$ cat src/hdl/rpg_pkg.sv
/*
  package for the rail power-good and general input function block:
  sizes, register offsets, field positions and reset values.
  assumes an apb slave with 32-bit data and one word per register.
*/
package rpg_pkg;
  localparam int NUM_RAILS = 24;
  localparam int NUM_INPUTS = 24;
  localparam int ADC_W = 12;
  localparam int RAIL_IDX_W = 5;

  // on/off source encodings
  typedef enum logic [1:0] {
    RPG_SRC_AUTO = 2'h0,
    RPG_SRC_CTRL = 2'h1,
    RPG_SRC_OPER = 2'h2,
    RPG_SRC_BOTH = 2'h3
  } rpg_src_t;

  // margin state encodings
  localparam logic [1:0] MARGIN_NONE = 2'h0;
  localparam logic [1:0] MARGIN_LOW  = 2'h1;
  localparam logic [1:0] MARGIN_HIGH = 2'h2;

  // register byte offsets
  localparam logic [11:0] OFS_RAIL_SEL    = 12'h000;
  localparam logic [11:0] OFS_PG_ON_THR   = 12'h004;
  localparam logic [11:0] OFS_PG_OFF_THR  = 12'h008;
  localparam logic [11:0] OFS_RAIL_CFG    = 12'h00c;
  localparam logic [11:0] OFS_OPER        = 12'h010;
  localparam logic [11:0] OFS_IN_EN       = 12'h014;
  localparam logic [11:0] OFS_IN_POL      = 12'h018;
  localparam logic [11:0] OFS_IN_FAULT_EN = 12'h01c;
  localparam logic [11:0] OFS_IN_CLR_EN   = 12'h020;
  localparam logic [11:0] OFS_MARGIN_SRC  = 12'h024;
  localparam logic [11:0] OFS_PG_STAT     = 12'h028;
  localparam logic [11:0] OFS_IN_STAT     = 12'h02c;
  localparam logic [11:0] OFS_UV_MASK     = 12'h030;
  localparam logic [11:0] OFS_MISC_STAT   = 12'h034;
  localparam logic [11:0] OFS_MARGIN_EN   = 12'h038;

  // rail_cfg fields
  localparam int CFG_MON_BIT  = 0;
  localparam int CFG_VIN_BIT  = 1;
  localparam int CFG_SRC_LSB  = 2;
  // margin_src fields: enable index, valid, select index, valid
  localparam int MSRC_EN_LSB  = 0;
  localparam int MSRC_EN_VLD  = 5;
  localparam int MSRC_SEL_LSB = 8;
  localparam int MSRC_SEL_VLD = 13;
  // misc_stat fields
  localparam int MISC_VIN_LOW  = 0;
  localparam int MISC_REJECT   = 1;
  localparam int MISC_FAULT    = 2;
  localparam int MISC_MEN      = 3;
  localparam int MISC_MLOW     = 4;
  localparam int MISC_SS_LSB   = 8;

  localparam logic [ADC_W-1:0] PG_ON_RST  = 12'hfff;
  localparam logic [ADC_W-1:0] PG_OFF_RST = 12'h000;
endpackage

$ cat src/hdl/rpg_top.sv
/*
  rail power-good status and general input function logic.
  holds per-rail hysteretic power-good and under-voltage suppression,
  and per-input polarity with fault, latched-clear and
  margin roles. assumes adc samples, eligibility flags and pins are
  synchronous to mclk, and an apb master in the mclk domain.
*/
`timescale 1ns/100ps
module rpg_top
  import rpg_pkg::*;
(
  input  wire logic                              mclk,             // system clock
  input  wire logic                              rst_n,            // sync reset, active low
  input  wire logic [11:0]                       paddr,            // apb address
  input  wire logic                              psel,             // apb select
  input  wire logic                              penable,          // apb enable
  input  wire logic                              pwrite,           // apb direction
  input  wire logic [31:0]                       pwdata,           // apb write data
  output logic      [31:0]                       prdata,           // apb read data
  output logic                                   pready,           // apb ready
  output logic                                   pslverr,          // apb error
  input  wire logic [rpg_pkg::NUM_INPUTS-1:0]    gpio_in,          // raw pin levels
  input  wire logic [rpg_pkg::NUM_RAILS*rpg_pkg::ADC_W-1:0] rail_volt, // monitor samples
  input  wire logic [rpg_pkg::NUM_RAILS-1:0]     rail_sample_vld,  // sample strobe per rail
  input  wire logic [rpg_pkg::NUM_RAILS-1:0]     on_eligible,      // turn-on conditions met
  input  wire logic [rpg_pkg::NUM_RAILS-1:0]     off_eligible,     // turn-off conditions met
  input  wire logic [rpg_pkg::NUM_RAILS-1:0]     fault_off,        // fault response turned rail off
  input  wire logic                              control_line,     // control line asserted
  input  wire logic [rpg_pkg::NUM_RAILS-1:0]     uv_raw,           // raw under-voltage events
  output logic      [rpg_pkg::NUM_RAILS-1:0]     power_good,       // per-rail power-good
  output logic      [rpg_pkg::NUM_RAILS-1:0]     uv_event,         // unsuppressed under-voltage
  output logic      [rpg_pkg::NUM_RAILS-1:0]     seek_on,          // rail on/off request
  output logic      [rpg_pkg::NUM_INPUTS-1:0]    input_asserted,   // dependency/cascade source
  output logic      [2:0]                        state_select,     // pin-selected state code
  output logic                                   input_fault,      // fault event pulse
  output logic                                   latch_clear,      // latched status clear, level while input asserted
  output logic      [rpg_pkg::NUM_RAILS*2-1:0]   margin_state      // per-rail margin state
);
  import rpg_pkg::*;

  logic [RAIL_IDX_W-1:0]    sel_reg;
  logic [ADC_W-1:0]         pg_on_reg  [NUM_RAILS];
  logic [ADC_W-1:0]         pg_off_reg [NUM_RAILS];
  logic [3:0]               cfg_reg    [NUM_RAILS];
  logic [NUM_RAILS-1:0]     oper_reg;
  logic [NUM_INPUTS-1:0]    in_en_reg;
  logic [NUM_INPUTS-1:0]    in_pol_reg;
  logic [NUM_INPUTS-1:0]    in_fault_en_reg;
  logic [NUM_INPUTS-1:0]    in_clr_en_reg;
  logic [NUM_RAILS-1:0]     margin_en_reg;
  logic [RAIL_IDX_W-1:0]    men_idx_reg;
  logic                     men_vld_reg;
  logic [RAIL_IDX_W-1:0]    msel_idx_reg;
  logic                     msel_vld_reg;
  logic                     reject_reg;
  logic [NUM_RAILS-1:0]     seen_pg_reg;
  logic [NUM_INPUTS-1:0]    asserted_prev_reg;
  logic                     vin_low_reg;
  logic [NUM_INPUTS-1:0]    asserted_next;
  logic [NUM_RAILS-1:0]     pg_next;
  logic [NUM_RAILS-1:0]     vin_low_vec;
  logic                     men_next;
  logic                     mlow_next;
  logic [2:0]               ss_next;
  logic                     wr_en;
  logic                     rd_en;
  logic [31:0]              rd_data;
  logic                     rd_err;

  function automatic logic [ADC_W-1:0] volt_of(input logic [NUM_RAILS*ADC_W-1:0] v, input int i);
    volt_of = v[i*ADC_W +: ADC_W];
  endfunction

  // first three enabled inputs, lowest index first
  function automatic logic [2:0] pick_state(input logic [NUM_INPUTS-1:0] en,
                                            input logic [NUM_INPUTS-1:0] a);
    logic [1:0] n;
    logic [2:0] r;
    n = 2'h0;
    r = 3'h0;
    for (int k = 0; k < NUM_INPUTS; k++) begin
      if (en[k] && n != 2'h3) begin
        r[n] = a[k];
        n = n + 2'h1;
      end
    end
    pick_state = r;
  endfunction

  assign wr_en = psel && penable && pwrite;
  assign rd_en = psel && !penable && !pwrite;

  // polarity applied once; all roles read asserted_next
  always_comb begin
    asserted_next = in_en_reg & (gpio_in ^ in_pol_reg);
  end

  // hysteretic or eligibility-based power-good
  always_comb begin
    for (int i = 0; i < NUM_RAILS; i++) begin
      pg_next[i] = power_good[i];
      if (cfg_reg[i][CFG_MON_BIT]) begin
        if (rail_sample_vld[i]) begin
          if (volt_of(rail_volt, i) > pg_on_reg[i])
            pg_next[i] = 1'b1;
          else if (volt_of(rail_volt, i) < pg_off_reg[i])
            pg_next[i] = 1'b0;
        end
      end else begin
        // no enable pin is consulted here
        if (on_eligible[i])
          pg_next[i] = 1'b1;
        else if (off_eligible[i])
          pg_next[i] = 1'b0;
      end
      if (fault_off[i])
        pg_next[i] = 1'b0;
      vin_low_vec[i] = cfg_reg[i][CFG_VIN_BIT] && power_good[i] == 1'b0 && seen_pg_reg[i];
    end
  end

  always_ff @(posedge mclk) begin
    if (!rst_n) begin
      power_good  <= '0;
      seen_pg_reg <= '0;
    end else begin
      power_good  <= pg_next;
      seen_pg_reg <= seen_pg_reg | pg_next;
    end
  end

  // vin monitor dropped below off threshold after having been good
  always_ff @(posedge mclk) begin
    if (!rst_n)
      vin_low_reg <= 1'b0;
    else
      vin_low_reg <= |vin_low_vec;
  end

  // under-voltage suppression
  always_ff @(posedge mclk) begin
    if (!rst_n) begin
      uv_event <= '0;
    end else begin
      for (int i = 0; i < NUM_RAILS; i++)
        uv_event[i] <= uv_raw[i] && seek_on[i]
                       && seen_pg_reg[i]
                       && !(vin_low_reg && !cfg_reg[i][CFG_VIN_BIT]);
    end
  end

  // on/off source per rail
  always_ff @(posedge mclk) begin
    if (!rst_n) begin
      seek_on <= '0;
    end else begin
      for (int i = 0; i < NUM_RAILS; i++) begin
        case (rpg_src_t'(cfg_reg[i][CFG_SRC_LSB +: 2]))
          RPG_SRC_AUTO: seek_on[i] <= 1'b1;
          RPG_SRC_CTRL: seek_on[i] <= control_line;
          RPG_SRC_OPER: seek_on[i] <= oper_reg[i];
          RPG_SRC_BOTH: seek_on[i] <= control_line && oper_reg[i];
          default:      seek_on[i] <= 1'b0;
        endcase
      end
    end
  end

  // input roles
  always_comb begin
    men_next  = men_vld_reg && asserted_next[men_idx_reg];
    mlow_next = msel_vld_reg && asserted_next[msel_idx_reg];
    ss_next   = pick_state(in_en_reg, asserted_next);
  end

  always_ff @(posedge mclk) begin
    if (!rst_n) begin
      asserted_prev_reg <= '0;
      input_asserted    <= '0;
      state_select      <= '0;
      input_fault       <= 1'b0;
      latch_clear       <= 1'b0;
    end else begin
      asserted_prev_reg <= asserted_next;
      input_asserted    <= asserted_next;
      state_select      <= ss_next;
      // the fault role on a state-select input is not blocked here
      input_fault       <= |(in_fault_en_reg & asserted_prev_reg & ~asserted_next);
      latch_clear       <= |(in_clr_en_reg & asserted_next);
    end
  end

  always_ff @(posedge mclk) begin
    if (!rst_n) begin
      margin_state <= '0;
    end else begin
      for (int i = 0; i < NUM_RAILS; i++) begin
        if (men_next && margin_en_reg[i])
          margin_state[i*2 +: 2] <= mlow_next ? MARGIN_LOW : MARGIN_HIGH;
        else
          margin_state[i*2 +: 2] <= MARGIN_NONE;
      end
    end
  end

  // register writes
  always_ff @(posedge mclk) begin
    if (!rst_n) begin
      sel_reg         <= '0;
      oper_reg        <= '0;
      in_en_reg       <= '0;
      in_pol_reg      <= '0;
      in_fault_en_reg <= '0;
      in_clr_en_reg   <= '0;
      margin_en_reg   <= '0;
      men_idx_reg     <= '0;
      men_vld_reg     <= 1'b0;
      msel_idx_reg    <= '0;
      msel_vld_reg    <= 1'b0;
      reject_reg      <= 1'b0;
      for (int i = 0; i < NUM_RAILS; i++) begin
        pg_on_reg[i]  <= PG_ON_RST;
        pg_off_reg[i] <= PG_OFF_RST;
        cfg_reg[i]    <= '0;
      end
    end else if (wr_en) begin
      case (paddr)
        OFS_RAIL_SEL:    sel_reg <= pwdata[RAIL_IDX_W-1:0];
        OFS_PG_ON_THR:   pg_on_reg[sel_reg] <= pwdata[ADC_W-1:0];
        OFS_PG_OFF_THR:  pg_off_reg[sel_reg] <= pwdata[ADC_W-1:0];
        OFS_RAIL_CFG:    cfg_reg[sel_reg] <= pwdata[3:0];
        OFS_OPER:        oper_reg <= pwdata[NUM_RAILS-1:0];
        OFS_IN_EN:       in_en_reg <= pwdata[NUM_INPUTS-1:0];
        OFS_IN_POL:      in_pol_reg <= pwdata[NUM_INPUTS-1:0];
        OFS_IN_FAULT_EN: in_fault_en_reg <= pwdata[NUM_INPUTS-1:0];
        OFS_IN_CLR_EN:   in_clr_en_reg <= pwdata[NUM_INPUTS-1:0];
        OFS_MARGIN_EN:   margin_en_reg <= pwdata[NUM_RAILS-1:0];
        OFS_MARGIN_SRC: begin
          // a second holder is refused until the role is released
          if (pwdata[MSRC_EN_VLD] && men_vld_reg &&
              pwdata[MSRC_EN_LSB +: RAIL_IDX_W] != men_idx_reg) begin
            reject_reg <= 1'b1;
          end else begin
            men_vld_reg <= pwdata[MSRC_EN_VLD];
            men_idx_reg <= pwdata[MSRC_EN_LSB +: RAIL_IDX_W];
          end
          if (pwdata[MSRC_SEL_VLD] && msel_vld_reg &&
              pwdata[MSRC_SEL_LSB +: RAIL_IDX_W] != msel_idx_reg) begin
            reject_reg <= 1'b1;
          end else begin
            msel_vld_reg <= pwdata[MSRC_SEL_VLD];
            msel_idx_reg <= pwdata[MSRC_SEL_LSB +: RAIL_IDX_W];
          end
        end
        OFS_MISC_STAT:   reject_reg <= reject_reg & ~pwdata[MISC_REJECT];
        default: ;
      endcase
    end
  end

  // read mux, decoded in setup so the data is ready in the access cycle
  always_comb begin
    rd_data = 32'h0;
    rd_err  = 1'b0;
    case (paddr)
      OFS_RAIL_SEL:    rd_data[RAIL_IDX_W-1:0] = sel_reg;
      OFS_PG_ON_THR:   rd_data[ADC_W-1:0] = pg_on_reg[sel_reg];
      OFS_PG_OFF_THR:  rd_data[ADC_W-1:0] = pg_off_reg[sel_reg];
      OFS_RAIL_CFG:    rd_data[3:0] = cfg_reg[sel_reg];
      OFS_OPER:        rd_data[NUM_RAILS-1:0] = oper_reg;
      OFS_IN_EN:       rd_data[NUM_INPUTS-1:0] = in_en_reg;
      OFS_IN_POL:      rd_data[NUM_INPUTS-1:0] = in_pol_reg;
      OFS_IN_FAULT_EN: rd_data[NUM_INPUTS-1:0] = in_fault_en_reg;
      OFS_IN_CLR_EN:   rd_data[NUM_INPUTS-1:0] = in_clr_en_reg;
      OFS_MARGIN_EN:   rd_data[NUM_RAILS-1:0] = margin_en_reg;
      OFS_MARGIN_SRC: begin
        rd_data[MSRC_EN_LSB +: RAIL_IDX_W]  = men_idx_reg;
        rd_data[MSRC_EN_VLD]                = men_vld_reg;
        rd_data[MSRC_SEL_LSB +: RAIL_IDX_W] = msel_idx_reg;
        rd_data[MSRC_SEL_VLD]               = msel_vld_reg;
      end
      OFS_PG_STAT:     rd_data[NUM_RAILS-1:0] = power_good;
      OFS_IN_STAT:     rd_data[NUM_INPUTS-1:0] = input_asserted;
      OFS_UV_MASK:     rd_data[NUM_RAILS-1:0] = seen_pg_reg;
      OFS_MISC_STAT: begin
        rd_data[MISC_VIN_LOW] = vin_low_reg;
        rd_data[MISC_REJECT]  = reject_reg;
        rd_data[MISC_FAULT]   = input_fault;
        rd_data[MISC_MEN]     = men_next;
        rd_data[MISC_MLOW]    = mlow_next;
        rd_data[MISC_SS_LSB +: 3] = state_select;
      end
      default:         rd_err = 1'b1;
    endcase
  end

  // one wait-free access: pready in the access cycle
  always_ff @(posedge mclk) begin
    if (!rst_n) begin
      prdata  <= '0;
      pready  <= 1'b0;
      pslverr <= 1'b0;
    end else begin
      pready  <= psel && !penable;
      pslverr <= psel && !penable && rd_err;
      if (rd_en)
        prdata <= rd_data;
    end
  end

  pg_set_a: assert property (@(posedge mclk) disable iff (!rst_n)
    cfg_reg[0][CFG_MON_BIT] && rail_sample_vld[0] && !fault_off[0] &&
    volt_of(rail_volt, 0) > pg_on_reg[0] |=> power_good[0])
    else $error("power-good not set above on threshold");

  pg_clr_a: assert property (@(posedge mclk) disable iff (!rst_n)
    cfg_reg[0][CFG_MON_BIT] && rail_sample_vld[0] &&
    volt_of(rail_volt, 0) < pg_off_reg[0] && volt_of(rail_volt, 0) <= pg_on_reg[0]
    |=> !power_good[0])
    else $error("power-good not cleared below off threshold");

  pg_hold_a: assert property (@(posedge mclk) disable iff (!rst_n)
    cfg_reg[0][CFG_MON_BIT] && !fault_off[0] && (!rail_sample_vld[0] ||
    (volt_of(rail_volt, 0) <= pg_on_reg[0] && volt_of(rail_volt, 0) >= pg_off_reg[0]))
    |=> $stable(power_good[0]))
    else $error("power-good moved inside hysteresis band");

  pg_elig_a: assert property (@(posedge mclk) disable iff (!rst_n)
    !cfg_reg[1][CFG_MON_BIT] && on_eligible[1] && !fault_off[1] |=> power_good[1])
    else $error("eligible rail not power-good");

  pg_fault_a: assert property (@(posedge mclk) disable iff (!rst_n)
    fault_off[1] |=> !power_good[1])
    else $error("fault shutdown kept power-good");

  uv_supp_a: assert property (@(posedge mclk) disable iff (!rst_n)
    uv_event[1] |-> $past(seek_on[1]) && $past(seen_pg_reg[1]))
    else $error("under-voltage passed while off or before first good");

  flt_edge_a: assert property (@(posedge mclk) disable iff (!rst_n)
    input_fault |-> $past(|(in_fault_en_reg & input_asserted)))
    else $error("fault without a prior asserted fault input");

  margin_sel_a: assert property (@(posedge mclk) disable iff (!rst_n)
    men_next && margin_en_reg[0]
    |=> margin_state[1:0] == ($past(mlow_next) ? MARGIN_LOW : MARGIN_HIGH))
    else $error("enabled rail not margined to the selected side");
endmodule

$ cat config.mk
export PLATFORM = sky130hd
export DESIGN_NAME = rpg_top
export DESIGN_NICKNAME = d
export VERILOG_FILES = /design/src/hdl/rpg_pkg.sv /design/src/hdl/rpg_top.sv
export SDC_FILE = /design/constraint.sdc
export NUM_CORES = 2
export LEC_CHECK = 0
export BUFFER_PORTS_ARGS = -buffer_cell sky130_fd_sc_hd__buf_2
export CAP_MARGIN = 20
export CORE_AREA = 5 5 541 543
export CTS_CLUSTER_SIZE = 20
export DETAILED_ROUTE_END_ITERATION = 12
export DIE_AREA = 0 0 546 548
export HOLD_SLACK_MARGIN = 0.12
export PLACE_DENSITY_LB_ADDON = 0.08
export SLEW_MARGIN = 20
export SYNTH_ARGS = -nofsm -noshare
export SYNTH_HDL_FRONTEND = slang
export SYNTH_SLANG_ARGS = --single-unit
$ cat constraint.sdc
create_clock -name mclk -period 48.1 [get_ports mclk]
set_clock_uncertainty 0.1 [all_clocks]
set_input_delay 2.405 -clock mclk [delete_from_list [all_inputs] [get_ports mclk]]
set_output_delay 2.405 -clock mclk [all_outputs]
set_load 0.005 [all_outputs]
==> results.md <==
* Status: complete, no violations
* Setup bufs post-CTS at 0
* Pwr dens at 31.3 nW/um2
* Number of synthesis warnings at 0
* CTS resizes at 0
* Overall Global Routing Usage at 23.0%
* Area delta synth->final at 18.3%
* DRC at 0
* # hold bufs at CTS at 0
* Pre-antenna DRT Iters at 8
* Predominant post-synthesis flop cell: edfxtp_1
* Number of flops mapped to enable cells by yosys at around 900
* Antenna violations before repair at 55
* RSZ-0062 raised after global routing: no
* Peak VDD IR at 0.0369 mV
* CP Max Fanout at 12
* Tcrit/Tclk final at between 50% and 60%
* Fill cells at 29700
* Setup TNS at 0 ns
* H-tree level count at 4
* Routed wire per std cell at 32.5 um
* Port Buffers at 648
* Die Width at roughly 550 um
* Clock transition at path regs at approximately 0.070 ns
* Nets at roughly 8100
* Comb pwr share at 7.7%
* Clk sinks at between 1000 and 1500
* Vias at 55200
* Grt ovf at 0
* Worst skew pair latency at around 0.82 ns
* Crit end category: register
* Post-route ant nets at 0
* CP max-delay cell: xor3_1
* Crit start category: register
* Synth Cell Area at 71500 um2
* CTS tree: done
* Static leakage at between 0.03 and 0.04 uW
* Gpl congestion at 0.902
* Max Freq at just over 40 MHz
* DR vias/cell at ~5.0
* Max-slew violations at 0
* Final Hold Viols at 0
* Cells after synthesis at approximately 6500
* CP most frequent cell: ha_1
* Slew @ Worst Pin at 1.13 ns
* FFs w/ async S/R, synth at 0%
* Worst endpoint data arrival time at 25.25 ns
* CP Data Required Time at 48.70 ns
* DRT iter0 DRCs at 5562
* CTS root buf: clkbuf_16
* Worst slew margin at 23.8%
* Max-Cap Viols at 0
* Starting Density at between 20 and 25%
* Core outline area at around 290000 um2
* First-pass GRT wire length at about 480000 um
* Final wirelength at between 300000 and 400000 um
* Sw frac at 26.1%
* Die ar. at 299000 um2
* Num CTS Buffers at between 150 and 200
* Syn avg cell area at roughly 11 um2
* Row count at 197
* Share of layout cells above drive strength 1 at 19.5%
* Slowest stage delay, CP at 0.69 ns
* Distinct cell type count after synthesis at just under 80
* Clock power frac at 46.7%
* #FFs+latches synth at 1263
* Min-delay worst type: reg2reg
* Sequential Power Share at 45.7%
* Final Setup Violations at 0
* Post-DP HPWL at approximately 280000 um
* Die H at about 550 um
* IO Count at 665
* Max clock buf depth at 3
* Psw at 689 uW
* Hold_ws at 0.353 ns
* Register area share after synthesis at 47.9%
* Vias in the first global route at 55400
* P_int at 1960 uW
* WS Path Type: reg2reg
* Tmin final at 24.65 ns
* Largest net degree at the start of global routing at 152
-- cells in the final DEF, fill, tap and decap left out, types with 294 or more instances in the layout --
cell type    n
edfxtp_1   896
inv_1      668
nand2_1    490
a21oi_1    352
ha_1       623
buf_2      635
mux4_2     294
dfxtp_1    362
and2_1     346
or3_1      318
-- final cells by class --
class,count,area [um2],area share [%]
clock inverter,80,851,1.01
sequential,1263,34300,40.5
multi-input combinational,4118,33400,39.4
tap,3781,4730,5.59
clock buffer,219,4390,5.18
timing repair buffer,797,4440,5.24
inverter,669,2520,2.98
antenna,23,57.6,0.0680
-- layer usage --
metal	part of all wire [%]	track usage (%)	up-vias
li1	-	-	24600
met1	45	31.8	28200
met2	45	36.7	1970
met3	5.9	3.77	390
met4	3.5	7.31	18
met5	0.030	0	-
-- final timing paths --
kind	from	endpoint	slack, ns	cells past startpoint
min	prdata[2]	prdata[2]	0.35	2
min reg2reg	prdata[2]	prdata[2]	0.35	2
max reg2reg	in_en_reg[1]	state_select[2]	23.45	86
max	in_en_reg[1]	state_select[2]	23.45	86
-- power by group through the flow --
stage / logic (uW) / clock network, uW / registers (uW)
2_1_floorplan: 88.7 / 0 / 1210
3_3_place_gp: 202 / 0 / 1230
3_5_place_dp: 204 / 0 / 1230
4_1_cts: 206 / 1260 / 1210
5_1_grt: 220 / 1300 / 1210
6_report: 203 / 1230 / 1210
-- critical path, delay by kind of cell, from the launching register on --
kind | cells | cell delay [ns]
AO/OA/AOI/OAI | 16 | 3.30
adder cells (fa/ha/maj) | 18 | 4.20
buffers and inverters | 11 | 1.28
flip-flops | 1 | 0.51
AND/OR/NAND/NOR | 24 | 10.04
multiplexers | 1 | 0.32
XOR/XNOR | 16 | 4.81
-- cell families after synthesis --
family | share of synthesized area, %
simple gates | 14.2
flops | 47.9
compound gates | 10.5
buf+inv | 5.75
fa+ha+maj | 10.9
mux | 9.89
xor+xnor | 0.943
other cells | 0.00524
-- synth_stat cells (all sizes together), types with 21 or more instances --
cell type  number  area [um2]
mux4          294        6620
or3           318        1990
a221oi         53         464
inv           668        2510
mux2i          36         360
nand4          99         619
xnor2          27         274
xor2           35         307
o31ai          27         203
edfxtp        896       26900
nand2b         90         563
ha            623        7790
nor3           37         185
and2          346        2160
clkbuf        340        1280
nand3          91         455
and3          107         669
nand2         491        1840
buf            73         327
a211oi         34         255
nor2b          61         389
a22o           26         228
o21ai         219        1100
dfxtp         367        7350
a31oi          21         131
a21o          265        1990
a22oi          43         323
a21oi         353        1770
nor2          235         882
-- per-stage QoR --
step	cells	cell area (um2)	utilization [%]	setup slack [ns]	total power, uW
global placement	10600	79300	27.6	23.72	1430
finish	11000	84600	29.5	23.45	2650
CTS	10900	84500	29.4	23.51	2680
floorplan	6463	71600	-	29.14	1300
detailed placement	10600	79300	27.6	23.63	1440
global route	10900	84600	29.5	21.00	2730
Note: power is estimated with default switching activity, not from simulation.
